==> config.mk <==
export PLATFORM = sky130hd
export DESIGN_NAME = fdcfg_regbank
export DESIGN_NICKNAME = d
export VERILOG_FILES = /design/src/rtl/fdcfg_pkg.sv /design/src/rtl/fdcfg_regbank.sv
export SDC_FILE = /design/constraint.sdc
export NUM_CORES = 1
export LEC_CHECK = 0
export ABC_AREA = 1
export BUFFER_PORTS_ARGS = -buffer_cell sky130_fd_sc_hd__buf_2
export CORE_MARGIN = 5
export CORE_UTILIZATION = 47
export CTS_CLUSTER_SIZE = 25
export DETAILED_ROUTE_END_ITERATION = 7
export GPL_ROUTABILITY_DRIVEN = 0
export PLACE_DENSITY_LB_ADDON = 0.3
export SYNTH_ARGS = -nofsm -noshare
export SYNTH_HDL_FRONTEND = slang
export SYNTH_SLANG_ARGS = --single-unit
==> constraint.sdc <==
create_clock -name core_clk -period 3.4 [get_ports core_clk]
set_clock_uncertainty 0.1 [all_clocks]
set_input_delay 0.51 -clock core_clk [delete_from_list [all_inputs] [get_ports core_clk]]
set_output_delay 0.51 -clock core_clk [all_outputs]
set_load 0.01 [all_outputs]
==> src/rtl/fdcfg_pkg.sv <==
// Constants for the fast-deceleration configuration register bank
package fdcfg_pkg;

  // ----------------------------------------------------------------
  // Register map
  // ----------------------------------------------------------------
  localparam logic [7:0] FDCFG_OFFSET = 8'h8c;
  localparam logic [31:0] FDCFG_RESET = 32'h0000_0000;
  localparam logic [31:0] FDCFG_RD_UNMAPPED = 32'h0000_0000;

  // ----------------------------------------------------------------
  // Field positions
  // ----------------------------------------------------------------
  localparam int FDCFG_PARITY_BIT = 31;
  localparam int FDCFG_RSVD_HI = 30;
  localparam int FDCFG_RSVD_LO = 20;
  localparam int FDCFG_BLANK_BIT = 19;
  localparam int FDCFG_WIN_HI = 18;
  localparam int FDCFG_WIN_LO = 16;
  localparam int FDCFG_THR_HI = 15;
  localparam int FDCFG_THR_LO = 13;
  localparam int FDCFG_LOWLIM_HI = 12;
  localparam int FDCFG_LOWLIM_LO = 9;
  localparam int FDCFG_DYN_BIT = 8;
  localparam int FDCFG_EN_BIT = 7;
  localparam int FDCFG_UPLIM_HI = 6;
  localparam int FDCFG_UPLIM_LO = 3;
  localparam int FDCFG_DELTA_HI = 2;
  localparam int FDCFG_DELTA_LO = 0;

  // ----------------------------------------------------------------
  // Code tables, in tenths of a percent, entry 0 in the low slot
  // ----------------------------------------------------------------
  localparam logic [7:0][7:0] FDCFG_WIN_TABLE = {
    8'hfa, 8'hc8, 8'h96, 8'h64, 8'h4b, 8'h32, 8'h19, 8'h00
  };
  localparam logic [7:0][9:0] FDCFG_THR_TABLE = {
    10'h28a, 10'h2bc, 10'h2ee, 10'h320, 10'h352, 10'h384, 10'h3b6, 10'h3e8
  };
  localparam logic [7:0][5:0] FDCFG_DELTA_TABLE = {
    6'h32, 6'h28, 6'h1e, 6'h19, 6'h14, 6'h0f, 6'h0a, 6'h05
  };

  // Current-limit step per code, in millivolts of sense voltage
  localparam logic [10:0] FDCFG_LIM_STEP_MV = 11'h064;
  localparam logic [3:0] FDCFG_LIM_NA_CODE = 4'h0;

endpackage : fdcfg_pkg

==> src/rtl/fdcfg_regbank.sv <==
// Fast-deceleration configuration register with decoded setting outputs
// ----------------------------------------------------------------
// ----------------------------------------------------------------
`timescale 1ns/1ps

module fdcfg_regbank (
  input wire logic core_clk, // 40 MHz core clock
  input wire logic reset, // Asynchronous reset, active high
  input wire logic clk_en, // Freezes all state while low
  input wire logic [7:0] reg_addr, // Register address
  input wire logic reg_wr_en, // Write strobe
  input wire logic [31:0] reg_wr_data, // Write data
  input wire logic reg_rd_en, // Read strobe
  output logic [31:0] reg_rd_data, // Read data, one cycle after strobe
  output logic reg_rd_valid, // Read data valid pulse
  input wire logic decel_in_progress, // Algorithm is in fast deceleration
  output logic quick_slowdown_enable, // Feature enable
  output logic phase_comparator_blank_enable, // Blanking enable field
  output logic phase_comparator_blank, // Blanking active now
  output logic [2:0] decel_duty_window, // Raw window code
  output logic [7:0] duty_window_tenths, // Window, tenths of a percent
  output logic [2:0] decel_duty_threshold, // Raw threshold code
  output logic [9:0] duty_threshold_tenths, // Threshold, tenths of a percent
  output logic [3:0] decel_current_lower_limit, // Raw lower limit code
  output logic [10:0] lower_limit_mv, // Lower limit sense voltage in mV
  output logic lower_limit_valid, // Lower limit code is applicable
  output logic decel_dynamic_current_enable, // Dynamic lowering field
  output logic dynamic_lowering_active, // Lowering armed with feature on
  output logic [3:0] decel_current_upper_limit, // Raw upper limit code
  output logic [10:0] upper_limit_mv, // Upper limit sense voltage in mV
  output logic upper_limit_valid, // Upper limit code is applicable
  output logic [2:0] decel_exit_speed_delta, // Raw exit delta code
  output logic [5:0] exit_delta_tenths, // Exit delta, tenths of a percent
  output logic parity_bit // Stored parity bit
);

  // ----------------------------------------------------------------
  // Decoding helpers
  // ----------------------------------------------------------------

  // Address match, shared by the write and read paths
  function automatic logic fdcfg_hit(input logic [7:0] addr);
    fdcfg_hit = (addr == fdcfg_pkg::FDCFG_OFFSET);
  endfunction : fdcfg_hit

  // Limit code to millivolts; code 0 stands for not applicable
  // Largest code is 15, so 1500 mV still fits in 11 bits
  function automatic logic [10:0] fdcfg_lim_mv(input logic [3:0] code);
    logic [14:0] prod;
    prod = 15'({11'h000, code} * fdcfg_pkg::FDCFG_LIM_STEP_MV);
    fdcfg_lim_mv = prod[10:0];
  endfunction : fdcfg_lim_mv

  // Limit applicability test, used for both limits
  function automatic logic fdcfg_lim_ok(input logic [3:0] code);
    fdcfg_lim_ok = (code != fdcfg_pkg::FDCFG_LIM_NA_CODE);
  endfunction : fdcfg_lim_ok

  // ----------------------------------------------------------------
  // State
  // ----------------------------------------------------------------
  // Units: duty and speed figures are in tenths of a percent and the
  // limits in millivolts of sense voltage. The current in amps is that
  // voltage over sense_amp_gain, which lives outside this block, so the
  // division is left to the consumer of these outputs.

  // Stored word and read port
  logic [31:0] cfg_reg;
  logic [31:0] cfg_next;
  logic [31:0] rd_data_reg;
  logic [31:0] rd_data_next;
  logic rd_valid_reg;
  logic rd_valid_next;

  // Decoded settings: one flop group per table field, two per limit field, one for blanking
  logic [7:0] win_reg;
  logic [7:0] win_next;
  logic [9:0] thr_reg;
  logic [9:0] thr_next;
  logic [5:0] delta_reg;
  logic [5:0] delta_next;
  logic [10:0] low_mv_reg;
  logic [10:0] low_mv_next;
  logic [10:0] up_mv_reg;
  logic [10:0] up_mv_next;
  logic low_ok_reg;
  logic low_ok_next;
  logic up_ok_reg;
  logic up_ok_next;
  logic blank_reg;
  logic blank_next;

  // ----------------------------------------------------------------
  // Register write and read path
  // ----------------------------------------------------------------

  // Every bit is stored as written, reserved and parity included,
  // so software reads back exactly what it wrote; parity is not checked
  // here because the serial interface owns that scheme.
  //
  // Timing seen by the serial interface: a write lands at the enabled
  // edge that samples it; a read answers one cycle later with a
  // one-cycle valid pulse; unmapped writes are dropped and unmapped
  // reads return zero with valid. clk_en low holds the valid pulse
  // as well, so a reader that gates the clock must qualify it.
  always_comb begin
    cfg_next = cfg_reg;
    rd_data_next = rd_data_reg;
    rd_valid_next = 1'b0;
    if (reg_wr_en && fdcfg_hit(reg_addr)) begin
      cfg_next = reg_wr_data;
    end
    if (reg_rd_en) begin
      rd_valid_next = 1'b1;
      // Read returns the value before a same-cycle write
      rd_data_next = fdcfg_hit(reg_addr) ? cfg_reg : fdcfg_pkg::FDCFG_RD_UNMAPPED;
    end
  end

  // ----------------------------------------------------------------
  // Decoded settings, computed from the next register value so that
  // they line up with the raw fields in the same cycle
  // ----------------------------------------------------------------
  // Tables are indexed by the raw code; entry 0 is the reset choice
  always_comb begin
    win_next = fdcfg_pkg::FDCFG_WIN_TABLE[cfg_next[fdcfg_pkg::FDCFG_WIN_HI:fdcfg_pkg::FDCFG_WIN_LO]];
    thr_next = fdcfg_pkg::FDCFG_THR_TABLE[cfg_next[fdcfg_pkg::FDCFG_THR_HI:fdcfg_pkg::FDCFG_THR_LO]];
    delta_next = fdcfg_pkg::FDCFG_DELTA_TABLE[cfg_next[fdcfg_pkg::FDCFG_DELTA_HI:fdcfg_pkg::FDCFG_DELTA_LO]];
    low_mv_next = fdcfg_lim_mv(cfg_next[fdcfg_pkg::FDCFG_LOWLIM_HI:fdcfg_pkg::FDCFG_LOWLIM_LO]);
    low_ok_next = fdcfg_lim_ok(cfg_next[fdcfg_pkg::FDCFG_LOWLIM_HI:fdcfg_pkg::FDCFG_LOWLIM_LO]);
    up_mv_next = fdcfg_lim_mv(cfg_next[fdcfg_pkg::FDCFG_UPLIM_HI:fdcfg_pkg::FDCFG_UPLIM_LO]);
    up_ok_next = fdcfg_lim_ok(cfg_next[fdcfg_pkg::FDCFG_UPLIM_HI:fdcfg_pkg::FDCFG_UPLIM_LO]);
    // Blanking only matters while the feature is actually decelerating,
    // and it is gated by the feature enable so a stale blank bit cannot
    // mute the comparator while the feature is off
    blank_next = cfg_next[fdcfg_pkg::FDCFG_BLANK_BIT] && cfg_next[fdcfg_pkg::FDCFG_EN_BIT]
                 && decel_in_progress;
  end

  // ----------------------------------------------------------------
  // Registers; clk_en low holds everything
  // ----------------------------------------------------------------

  // Stored word and read port
  always_ff @(posedge core_clk or posedge reset) begin
    if (reset) begin
      cfg_reg <= fdcfg_pkg::FDCFG_RESET;
      rd_data_reg <= fdcfg_pkg::FDCFG_RESET;
      rd_valid_reg <= 1'b0;
    end else if (clk_en) begin
      cfg_reg <= cfg_next;
      rd_data_reg <= rd_data_next;
      rd_valid_reg <= rd_valid_next;
    end
  end

  // Decoded settings; reset values are the entries for code 0, which
  // match the cleared word so nothing jumps as reset lets go
  always_ff @(posedge core_clk or posedge reset) begin
    if (reset) begin
      win_reg <= fdcfg_pkg::FDCFG_WIN_TABLE[0];
      thr_reg <= fdcfg_pkg::FDCFG_THR_TABLE[0];
      delta_reg <= fdcfg_pkg::FDCFG_DELTA_TABLE[0];
      low_mv_reg <= 11'h000;
      up_mv_reg <= 11'h000;
      low_ok_reg <= 1'b0;
      up_ok_reg <= 1'b0;
      blank_reg <= 1'b0;
    end else if (clk_en) begin
      win_reg <= win_next;
      thr_reg <= thr_next;
      delta_reg <= delta_next;
      low_mv_reg <= low_mv_next;
      up_mv_reg <= up_mv_next;
      low_ok_reg <= low_ok_next;
      up_ok_reg <= up_ok_next;
      blank_reg <= blank_next;
    end
  end

  // ----------------------------------------------------------------
  // Outputs, all straight from flip-flops except dynamic_lowering_active, an AND of two stored bits
  // ----------------------------------------------------------------

  // Raw fields
  // Parity is only stored; the serial interface makes and checks it
  assign parity_bit = cfg_reg[fdcfg_pkg::FDCFG_PARITY_BIT];
  assign phase_comparator_blank_enable = cfg_reg[fdcfg_pkg::FDCFG_BLANK_BIT];
  assign decel_duty_window = cfg_reg[fdcfg_pkg::FDCFG_WIN_HI:fdcfg_pkg::FDCFG_WIN_LO];
  assign decel_duty_threshold = cfg_reg[fdcfg_pkg::FDCFG_THR_HI:fdcfg_pkg::FDCFG_THR_LO];
  assign decel_current_lower_limit = cfg_reg[fdcfg_pkg::FDCFG_LOWLIM_HI:fdcfg_pkg::FDCFG_LOWLIM_LO];
  assign decel_dynamic_current_enable = cfg_reg[fdcfg_pkg::FDCFG_DYN_BIT];
  assign quick_slowdown_enable = cfg_reg[fdcfg_pkg::FDCFG_EN_BIT];
  assign decel_current_upper_limit = cfg_reg[fdcfg_pkg::FDCFG_UPLIM_HI:fdcfg_pkg::FDCFG_UPLIM_LO];
  assign decel_exit_speed_delta = cfg_reg[fdcfg_pkg::FDCFG_DELTA_HI:fdcfg_pkg::FDCFG_DELTA_LO];

  // Decoded values load together with the word, so they never lag it
  assign duty_window_tenths = win_reg;
  assign duty_threshold_tenths = thr_reg;
  assign exit_delta_tenths = delta_reg;
  assign lower_limit_mv = low_mv_reg;
  assign lower_limit_valid = low_ok_reg;
  assign upper_limit_mv = up_mv_reg;
  assign upper_limit_valid = up_ok_reg;
  assign phase_comparator_blank = blank_reg;

  // Lowering has no effect unless the feature itself is on
  assign dynamic_lowering_active = cfg_reg[fdcfg_pkg::FDCFG_DYN_BIT] && cfg_reg[fdcfg_pkg::FDCFG_EN_BIT];

  // Read port
  // Data holds between reads, so a slow reader may take it late
  assign reg_rd_data = rd_data_reg;
  assign reg_rd_valid = rd_valid_reg;

endmodule : fdcfg_regbank

== Word level (Yosys, flattened, before mapping) ==
Memories as Yosys holds them, arrays and structs flattened. A register that Yosys moved wholly into a read port is not among the register bits.
Index checks and enable logic that the tools add are counted.
Word-level totals
  register bits: 86
  bits in read-only memories: 192
  output and inout port bits: 104
  memories kept: 3
Operators by class
  multiply operators: 2
  eq/ne operators: 1
  multiplexer cells: 3
  reductions and logical operators: 8
Memory list
  (name not given): depth 8, width 10, read ports 1, clocked after memory_dff 1, write ports 0, line fdcfg_regbank.sv:127  | thr_next = fdcfg_pkg::FDCFG_THR_TABLE[cfg_next[fdcfg_pkg::FDCFG_THR_HI:fdcfg_pkg::FDCFG_THR_LO]];
  (name not given): depth 8, width 8, read ports 1, clocked after memory_dff 1, write ports 0, line fdcfg_regbank.sv:126  | win_next = fdcfg_pkg::FDCFG_WIN_TABLE[cfg_next[fdcfg_pkg::FDCFG_WIN_HI:fdcfg_pkg::FDCFG_WIN_LO]];
  (name not given): depth 8, width 6, read ports 1, clocked after memory_dff 1, write ports 0, line fdcfg_regbank.sv:128  | delta_next = fdcfg_pkg::FDCFG_DELTA_TABLE[cfg_next[fdcfg_pkg::FDCFG_DELTA_HI:fdcfg_pkg::FDCFG_DELTA_LO]];
Operator list (count)
  2-to-1 mux 32 bit: 1
  2-to-1 mux 20 bit: 1
  multiplier 4 x 5 -> 9 bit, second input constant: 2
  == test 8 bit, second input constant: 1
  nonzero test 4 bit: 2
  logical AND 1 bit: 4
  AND reduction 2 bit: 2
  2-to-1 mux 1 bit: 1

== Depth between registers and ports, before layout ==
Gate-level depths: netlist (run 1).
  depth in word-level cells: 5
  mapped depth: 18
  depth with buffers taken out: 17

== Least setup slack after synthesis (run 1) ==
OpenSTA, ideal clock, no wires.
  kind: input port to flip-flop
  start point: in reg_addr[0]
  end point: reg low_mv_reg[10] (netlist: lower_limit_mv[10])
  setup time: 0.117 ns
  arrival: 2.405 ns
  required time: 3.183 ns
  setup slack: 0.777 ns
  stages on the path: 16
  buffers on the path: 1
  cells stage by stage: inv_1 -> nand2_1 -> nor2_2 -> nand3_4 -> buf_6 -> o21ai_1 -> inv_1 -> ha_1 -> inv_1 -> fa_1 -> inv_1 -> a21oi_1 -> inv_1 -> nand3_1 -> nand3_1 -> nand2_1
On the way
  cells in the longest elaborated chain, start to end: 4
Ends and longest elaborated chain
  from (decl): line fdcfg_regbank.sv:10  | input wire logic [7:0] reg_addr,
  == test 8 bit: line fdcfg_regbank.sv:43  | fdcfg_hit = (addr == fdcfg_pkg::FDCFG_OFFSET);
  logical AND 1 bit: line fdcfg_regbank.sv:110  | if (reg_wr_en && fdcfg_hit(reg_addr)) begin
  2-to-1 mux 20 bit: line fdcfg_regbank.sv:110
  multiplier 4 x 5 -> 9 bit: line fdcfg_regbank.sv:50  | prod = 15'({11'h000, code} * fdcfg_pkg::FDCFG_LIM_STEP_MV);
  to (signal assigned): line fdcfg_regbank.sv:173  | low_mv_reg <= low_mv_next;
  to (decl): line fdcfg_regbank.sv:82  | logic [10:0] low_mv_reg;
No other way between the ends.
A chain may end at the register's enable or synchronous reset.

== Worst setup path in the final report (run 1) ==
  start point: in reg_addr[4]
  end point: reg up_mv_reg[10] (netlist: upper_limit_mv[10])
On the way
  cells in the longest elaborated chain, start to end: 4
Ends and longest elaborated chain
  == test 8 bit: line fdcfg_regbank.sv:43
  logical AND 1 bit: line fdcfg_regbank.sv:110
  2-to-1 mux 20 bit: line fdcfg_regbank.sv:110
  multiplier 4 x 5 -> 9 bit: line fdcfg_regbank.sv:50
  to (signal assigned): line fdcfg_regbank.sv:174  | up_mv_reg <= up_mv_next;
  to (decl): line fdcfg_regbank.sv:84  | logic [10:0] up_mv_reg;
No other way between the ends.

==> metrics.yaml, run 1 <==
outcome:
  status: "completed"
timing:
  final.setup.tns_ns: 0
  finalHoldViolations: 0
  relSlewSlack_pct: 27.4
  rsz0062_at_grt: "false"
  worst_pin_slew_ns: 1.09
  max_freq_ghz: 0.383
  fin_crit_sh_pct: 76.7
  setup_violations: 0
  period_minus_slack_ns: 2.61
  slew_violations: 0
routing:
  dr.first_iter.drc_count: 250
  detail_route.first_pass.iterations: 5
  vias: 4271
  routed_via_density: 4.98
  drcViolationCount: 0
  wirelength_mm: 13.0
  ant_nets: 0
  routedWlPerCell_um: 15.1
cts:
  cts_max_level: 3
  clk_latency_ns: 0.36
  cts_sinks: 101
  cts_tree: "built"
  holdBufCountCts: 0
  cts_resized: 0
  clk_pin_slew_ns: 0.09
  clk_path_buf_depth: 2
  cts-root-buf: "clkbuf_8"
  numCtsBuffers: 9
  postCtsSetupRepairBufs: 0
grt:
  gr-total-overflow: 0
  antenna_found_initial: 0
  grt_max_degree: 88
  grt_pass1_wl_mm: 21.1
  grt_util_all_layers_pct: 20.2
  first_global_vias: 4295
die:
  dieArea_um2: 13400
  chipWidth_um: 116
  start_util_pct: 48.1
  num_rows: 38
  core-area_um2: 10900
  ios: 150
  die_y_um: 116
power:
  peakVddDrop_v: 0.000232
  leakagePower_nw: 3.34
  power.total_mw: 2.83
  p_per_area_nw_per_um2: 464
final_layout:
  final_common_cell: "nand2_1"
  post-route-util_pct: 56.0
  syn2layout_area_growth_pct: 16.3
  antenna_cells: 0
  final_cells: 857
  drive_above_1_share_pct: 30.1
  nets: 786
  layout_common_cells: "181 x nand2_1, 143 x buf_2, 94 x dfrtp_1, 57 x inv_1, 38 x o21ai_0"
setup_path:
  slowest_stage: "ha_1"
  critical_path_arrival_ns: 2.81
  slowest_delay_ns: 0.32
  cp-start-kind: "primary input"
  path_common_cell: "nand2_1"
  path_max_fanout: 17
  cp-end-kind: "flip-flop"
  crit_required_ns: 3.60
  cp_cell_sequence: "buf_2, inv_1, nand2_1, nor2_2, nand3_4, buf_4, nand2_4, nand2_4, inv_2, nand2_1, nand2_1, inv_1, ha_1, ha_1, a31oi_1, inv_1, nand3_1, nand3_1, nand2_1"
  worstSetupPathType: "primary input to flip-flop"
flow_run:
  drv_cap: 0
placed_design:
  dpl.cell_count: 842
  numPortBuffers: 143
  dp_hpwl_mm: 9.85
synth:
  avgSynthCellArea_um2: 8.72
  yosysWarnings: 0
  ys_types: 38
  seq_area_frac_synth_pct: 48.4
  ys_seq_elements: 101
  syn_inst: 601
  netlist_area_um2: 5240
worst_hold_path:
  hold_class: "primary input to flip-flop"
-- area by class of cell --
type	instances	area [um^2]
well taps	140	175
inverters	64	243
fillers	1020	4790
clock inverters	3	68.8
clock buffers	12	155
repair buffers	151	776
multi-input cells	386	2140
flip-flops and latches	101	2540
-- worst paths after layout --
kind / start / end / slack (ns) / depth (start not counted)
max: reg_addr[4] / upper_limit_mv[10] / 0.79 / 19
min in group asynchronous: reset / reg_rd_data[20] / 0.30 / 2
min: reg_wr_data[22] / cfg_reg[22] / 0.27 / 2
min reg2reg: duty_threshold_tenths[5] / duty_threshold_tenths[5] / 0.37 / 2
max in group asynchronous: reset / lower_limit_mv[6] / 2.13 / 3
max reg2reg: cfg_reg[10] / lower_limit_mv[10] / 1.12 / 13
-- critical path, delay by kind of cell --
family | cells | cell delay (ns)
buffers and inverters | 6 | 0.63
AND/OR/NAND/NOR | 10 | 0.90
adder cells (fa/ha/maj) | 2 | 0.52
AO/OA/AOI/OAI | 1 | 0.24
-- power by group --
part / internal, mW / total (mW) / leakage (nW) / switching (mW)
Combinational: 0.230 / 0.605 / 1.92 / 0.375
Clock: 0.453 / 0.849 / 0.113 / 0.396
Sequential: 1.31 / 1.38 / 1.31 / 0.0675
Total: 1.99 / 2.83 / 3.34 / 0.839
-- routing by layer --
layer	global-route usage [%]	part of all wire [%]	vias up
met5	0	0	-
met4	7.51	2.2	0
met3	3.81	6.5	19
met2	33.4	48	132
met1	26.6	43	2030
li1	-	-	2090
-- cell usage after synthesis --
master    number  area share, %
nand2_1      182             13
dfrtp_1       94             45
inv_1         58            4.2
o21ai_0       38            3.6
buf_4         31            4.4
nand3_1       26            2.5
ha_1          25            6.0
nor2_1        22            1.6
o31ai_1       14            2.0
clkbuf_1      13           0.93
a21oi_1       10           0.96
mux2_2        10            2.1
nand2_2        9            1.1
o21ai_1        9           0.86
dfstp_2        7            3.5
o21ai_2        7            1.2
buf_2          6           0.57
inv_2          4           0.29
mux2_1         3           0.64
nand2_4        3           0.64
nand3b_1       3           0.43
nor2_2         3           0.36
a31oi_1        2           0.24
buf_1          2           0.14
buf_6          2           0.43
clkinv_1       2           0.14
conb_1         2           0.14
fa_1           2           0.76
nand4_1        2           0.24
xnor2_1        2           0.33
nand3_2        1           0.19
nand3_4        1           0.33
o211ai_1       1           0.14
o21ai_4        1           0.31
o21bai_2       1           0.21
o22a_1         1           0.17
or2_2          1           0.12
xnor2_2        1           0.31
-- per-stage QoR --
stage          area, um^2  worst slack (ns)  hold WS, ns
2_1_floorplan        5260             0.154        0.365
3_3_place_gp         5870             0.633        0.354
3_5_place_dp         5870             0.421        0.356
4_1_cts              6090             0.801        0.248
5_1_grt              6090             0.618        0.253
6_report             6090             0.792        0.269
-- cell families (layout without fill, tap and decap cells) --
family | count (synthesis) | after routing | share of synthesized area (%)
other | 2 | 6 | 0.143
and+or+nand+nor | 253 | 253 | 20.5
muxes | 13 | 13 | 2.79
DFF | 101 | 101 | 48.4
buffers and inverters | 118 | 230 | 11.1
adders and majority gates | 27 | 27 | 6.73
xor gates and xnor gates | 3 | 3 | 0.645
AOI/OAI and AO/OA | 84 | 84 | 9.69
No activity file was read; power rests on OpenSTA's default activity.
==> run 2, diff against run 1 <==
--- a/config.mk
+++ b/config.mk
@@ -8,7 +8,7 @@
 export ABC_AREA = 1
 export BUFFER_PORTS_ARGS = -buffer_cell sky130_fd_sc_hd__buf_2
 export CORE_MARGIN = 5
-export CORE_UTILIZATION = 47
+export CORE_UTILIZATION = 52
 export CTS_CLUSTER_SIZE = 25
 export DETAILED_ROUTE_END_ITERATION = 7
 export GPL_ROUTABILITY_DRIVEN = 0
==> constraint.sdc (replaced) <==
create_clock -name core_clk -period 2.6 [get_ports core_clk]
set_clock_uncertainty 0.1 [all_clocks]
set_input_delay 0.39 -clock core_clk [delete_from_list [all_inputs] [get_ports core_clk]]
set_output_delay 0.39 -clock core_clk [all_outputs]
set_load 0.01 [all_outputs]
==> run 2 against run 1 <==
- via count grew 1.6%
- critical path depth shrank 3
- combinational power grew 32%
- sequential share of layout area shrank 0.47 points
- final cell count grew 0.47%
- non-clock buffer count grew 10
- sequential cell count is the same
- routed wire length shrank 1.4%
- worst setup slack lost 0.53 ns
- sequential power grew 30%
- clock power grew 18%
- design area grew 1.1%
- critical endpoint is now lower_limit_mv[10]
==> metrics.yaml, run 2 (synthesis results as in run 1) <==
outcome:
  status: "completed"  # unchanged
grt:
  grt_util_all_layers_pct: 22.4  # was 20.2%
  grt_pass1_wl_mm: 21.1  # about the same
  gr-total-overflow: 0  # unchanged
  first_global_vias: 4317  # was 4295
  grt_max_degree: 34  # was 88
  antenna_found_initial: 0  # unchanged
routing:
  routedWlPerCell_um: 14.9  # was 15.1 um
  routed_via_density: 5.04  # was 4.98
  vias: 4339  # was 4271
  drcViolationCount: 0  # unchanged
  wirelength_mm: 12.8  # was 13.0 mm
  dr.first_iter.drc_count: 149  # was 250
  ant_nets: 0  # unchanged
  detail_route.first_pass.iterations: 4  # was 5
worst_hold_path:
  hold_class: "primary input to async pin"  # was primary input to flip-flop
cts:
  postCtsSetupRepairBufs: 0  # unchanged
  holdBufCountCts: 0  # unchanged
  cts_sinks: 101  # unchanged
  clk_latency_ns: 0.36  # about the same
  cts-root-buf: "clkbuf_8"  # unchanged
  cts_resized: 0  # unchanged
  clk_pin_slew_ns: 0.09  # about the same
  cts_max_level: 3  # unchanged
  cts_tree: "built"  # unchanged
  clk_path_buf_depth: 2  # unchanged
  numCtsBuffers: 9  # unchanged
setup_path:
  slowest_delay_ns: 0.46  # was 0.32 ns
  cp-start-kind: "primary input"  # unchanged
  cp_cell_sequence: "buf_2, inv_1, nand2_1, nor2_2, nand3_4, o21ai_1, inv_1, ha_1, inv_1, fa_1, inv_1, a21oi_1, inv_1, nand3_1, nand3_1, nand2_1"  # was buf_2, inv_1, nand2_1, nor2_2, nand3_4, buf_4, nand2_4, nand2_4, inv_2, nand2_1, nand2_1, inv_1, ha_1, ha_1, a31oi_1, inv_1, nand3_1, nand3_1, nand2_1
  worstSetupPathType: "primary input to flip-flop"  # unchanged
  critical_path_arrival_ns: 2.49  # was 2.81 ns
  path_common_cell: "inv_1"  # was nand2_1
  slowest_stage: "fa_1"  # was ha_1
  crit_required_ns: 2.75  # was 3.60 ns
  cp-end-kind: "flip-flop"  # unchanged
  path_max_fanout: 9  # was 17
die:
  core-area_um2: 9820  # was 10900 um^2
  chipWidth_um: 110  # was 116 um
  die_y_um: 110  # was 116 um
  num_rows: 36  # was 38
  dieArea_um2: 12200  # was 13400 um^2
  start_util_pct: 53.4  # was 48.1%
  ios: 150  # unchanged
timing:
  relSlewSlack_pct: 51.9  # was 27.4%
  finalHoldViolations: 0  # unchanged
  whs_ns: 0.0358  # was 0.269 ns
  period_minus_slack_ns: 2.34
  rsz0062_at_grt: "false"  # unchanged
  slew_violations: 0  # unchanged
  worst_pin_slew_ns: 0.719  # was 1.09 ns
  fin_crit_sh_pct: 89.9
  setup_violations: 0  # unchanged
  max_freq_ghz: 0.428
final_layout:
  layout_common_cells: "181 x nand2_1, 143 x buf_2, 94 x dfrtp_1, 57 x inv_1, 38 x o21ai_0"  # unchanged
  multiInputGateArea_um2: 2140  # unchanged
  nets: 796  # was 786
  final_common_cell: "nand2_1"  # unchanged
  ff_latch_area_um2: 2540  # unchanged
  syn2layout_area_growth_pct: 17.6  # was 16.3%
  antenna_cells: 0  # unchanged
  drive_above_1_share_pct: 31.2  # was 30.1%
  fillCellCount: 933  # was 1020
power:
  power.total_mw: 3.61  # was 2.83 mW
  p_per_area_nw_per_um2: 585  # was 464 nW/um^2
  peakVddDrop_v: 0.000325  # was 0.000232 V
  leakagePower_nw: 3.38  # was 3.34 nW
placed_design:
  numPortBuffers: 143  # unchanged
  dp_hpwl_mm: 9.86  # was 9.85 mm
flow_run:
  drv_cap: 0  # unchanged
run 2: final timing paths:
path                                           from                  endpoint  slack, ns  cells after the start
max                                     reg_addr[4]        lower_limit_mv[10]       0.26                     16
min                                           reset           reg_rd_data[14]       0.04                      2
max reg2reg                             cfg_reg[10]        lower_limit_mv[10]       0.33                     13
min reg2reg                duty_threshold_tenths[3]  duty_threshold_tenths[3]       0.37                      2
max in group asynchronous                     reset      exit_delta_tenths[0]       1.57                      3
min in group core_clk               reg_wr_data[23]               cfg_reg[23]       0.15                      2
run 2: area by class of cell:
class	instances	area share, %
Sequential cell	101	41.1
Multi-Input combinational cell	386	34.7
Inverter	64	3.96
Clock buffer	11	2.29
Tap cell	133	2.70
Clock inverter	5	0.974
Timing Repair Buffer	161	14.2
run 2: where the power goes:
part,switching (mW),total [mW],internal (mW),leakage [nW]
clock,0.531,1.00,0.474,0.0995
combinational,0.485,0.801,0.316,1.97
sequential,0.0885,1.80,1.71,1.31
run 2: through the flow:
step / instances / setup WS [ns] / TNS (ns) / utilization, % / cell area, um^2
6_report: 861 / 0.261 / 0 / 62.8 / 6160
3_5_place_dp: 845 / -0.113 / -0.135 / 60.7 / 5960
3_3_place_gp: 845 / 0.0717 / 0 / 60.7 / 5960
5_1_grt: 861 / 0.0666 / 0 / 62.8 / 6160
4_1_cts: 861 / 0.265 / 0 / 62.8 / 6160
2_1_floorplan: 605 / 0.0972 / 0 / - / 5260
run 2: layer usage:
| layer | part of all wire [%] | GRT usage (%) |
|---|---|---|
| met5 | 0 | 0 |
| met4 | 2.2 | 7.83 |
| met3 | 6.1 | 3.96 |
| met2 | 50 | 38.7 |
| met1 | 42 | 28.4 |
run 2: worst max-delay path: cells and delay by family:
| family | cells | cell delay (ns) |
|---|---|---|
| fa+ha+maj | 2 | 0.77 |
| simple gates | 6 | 0.55 |
| buf+inv | 6 | 0.47 |
| compound gates | 2 | 0.31 |
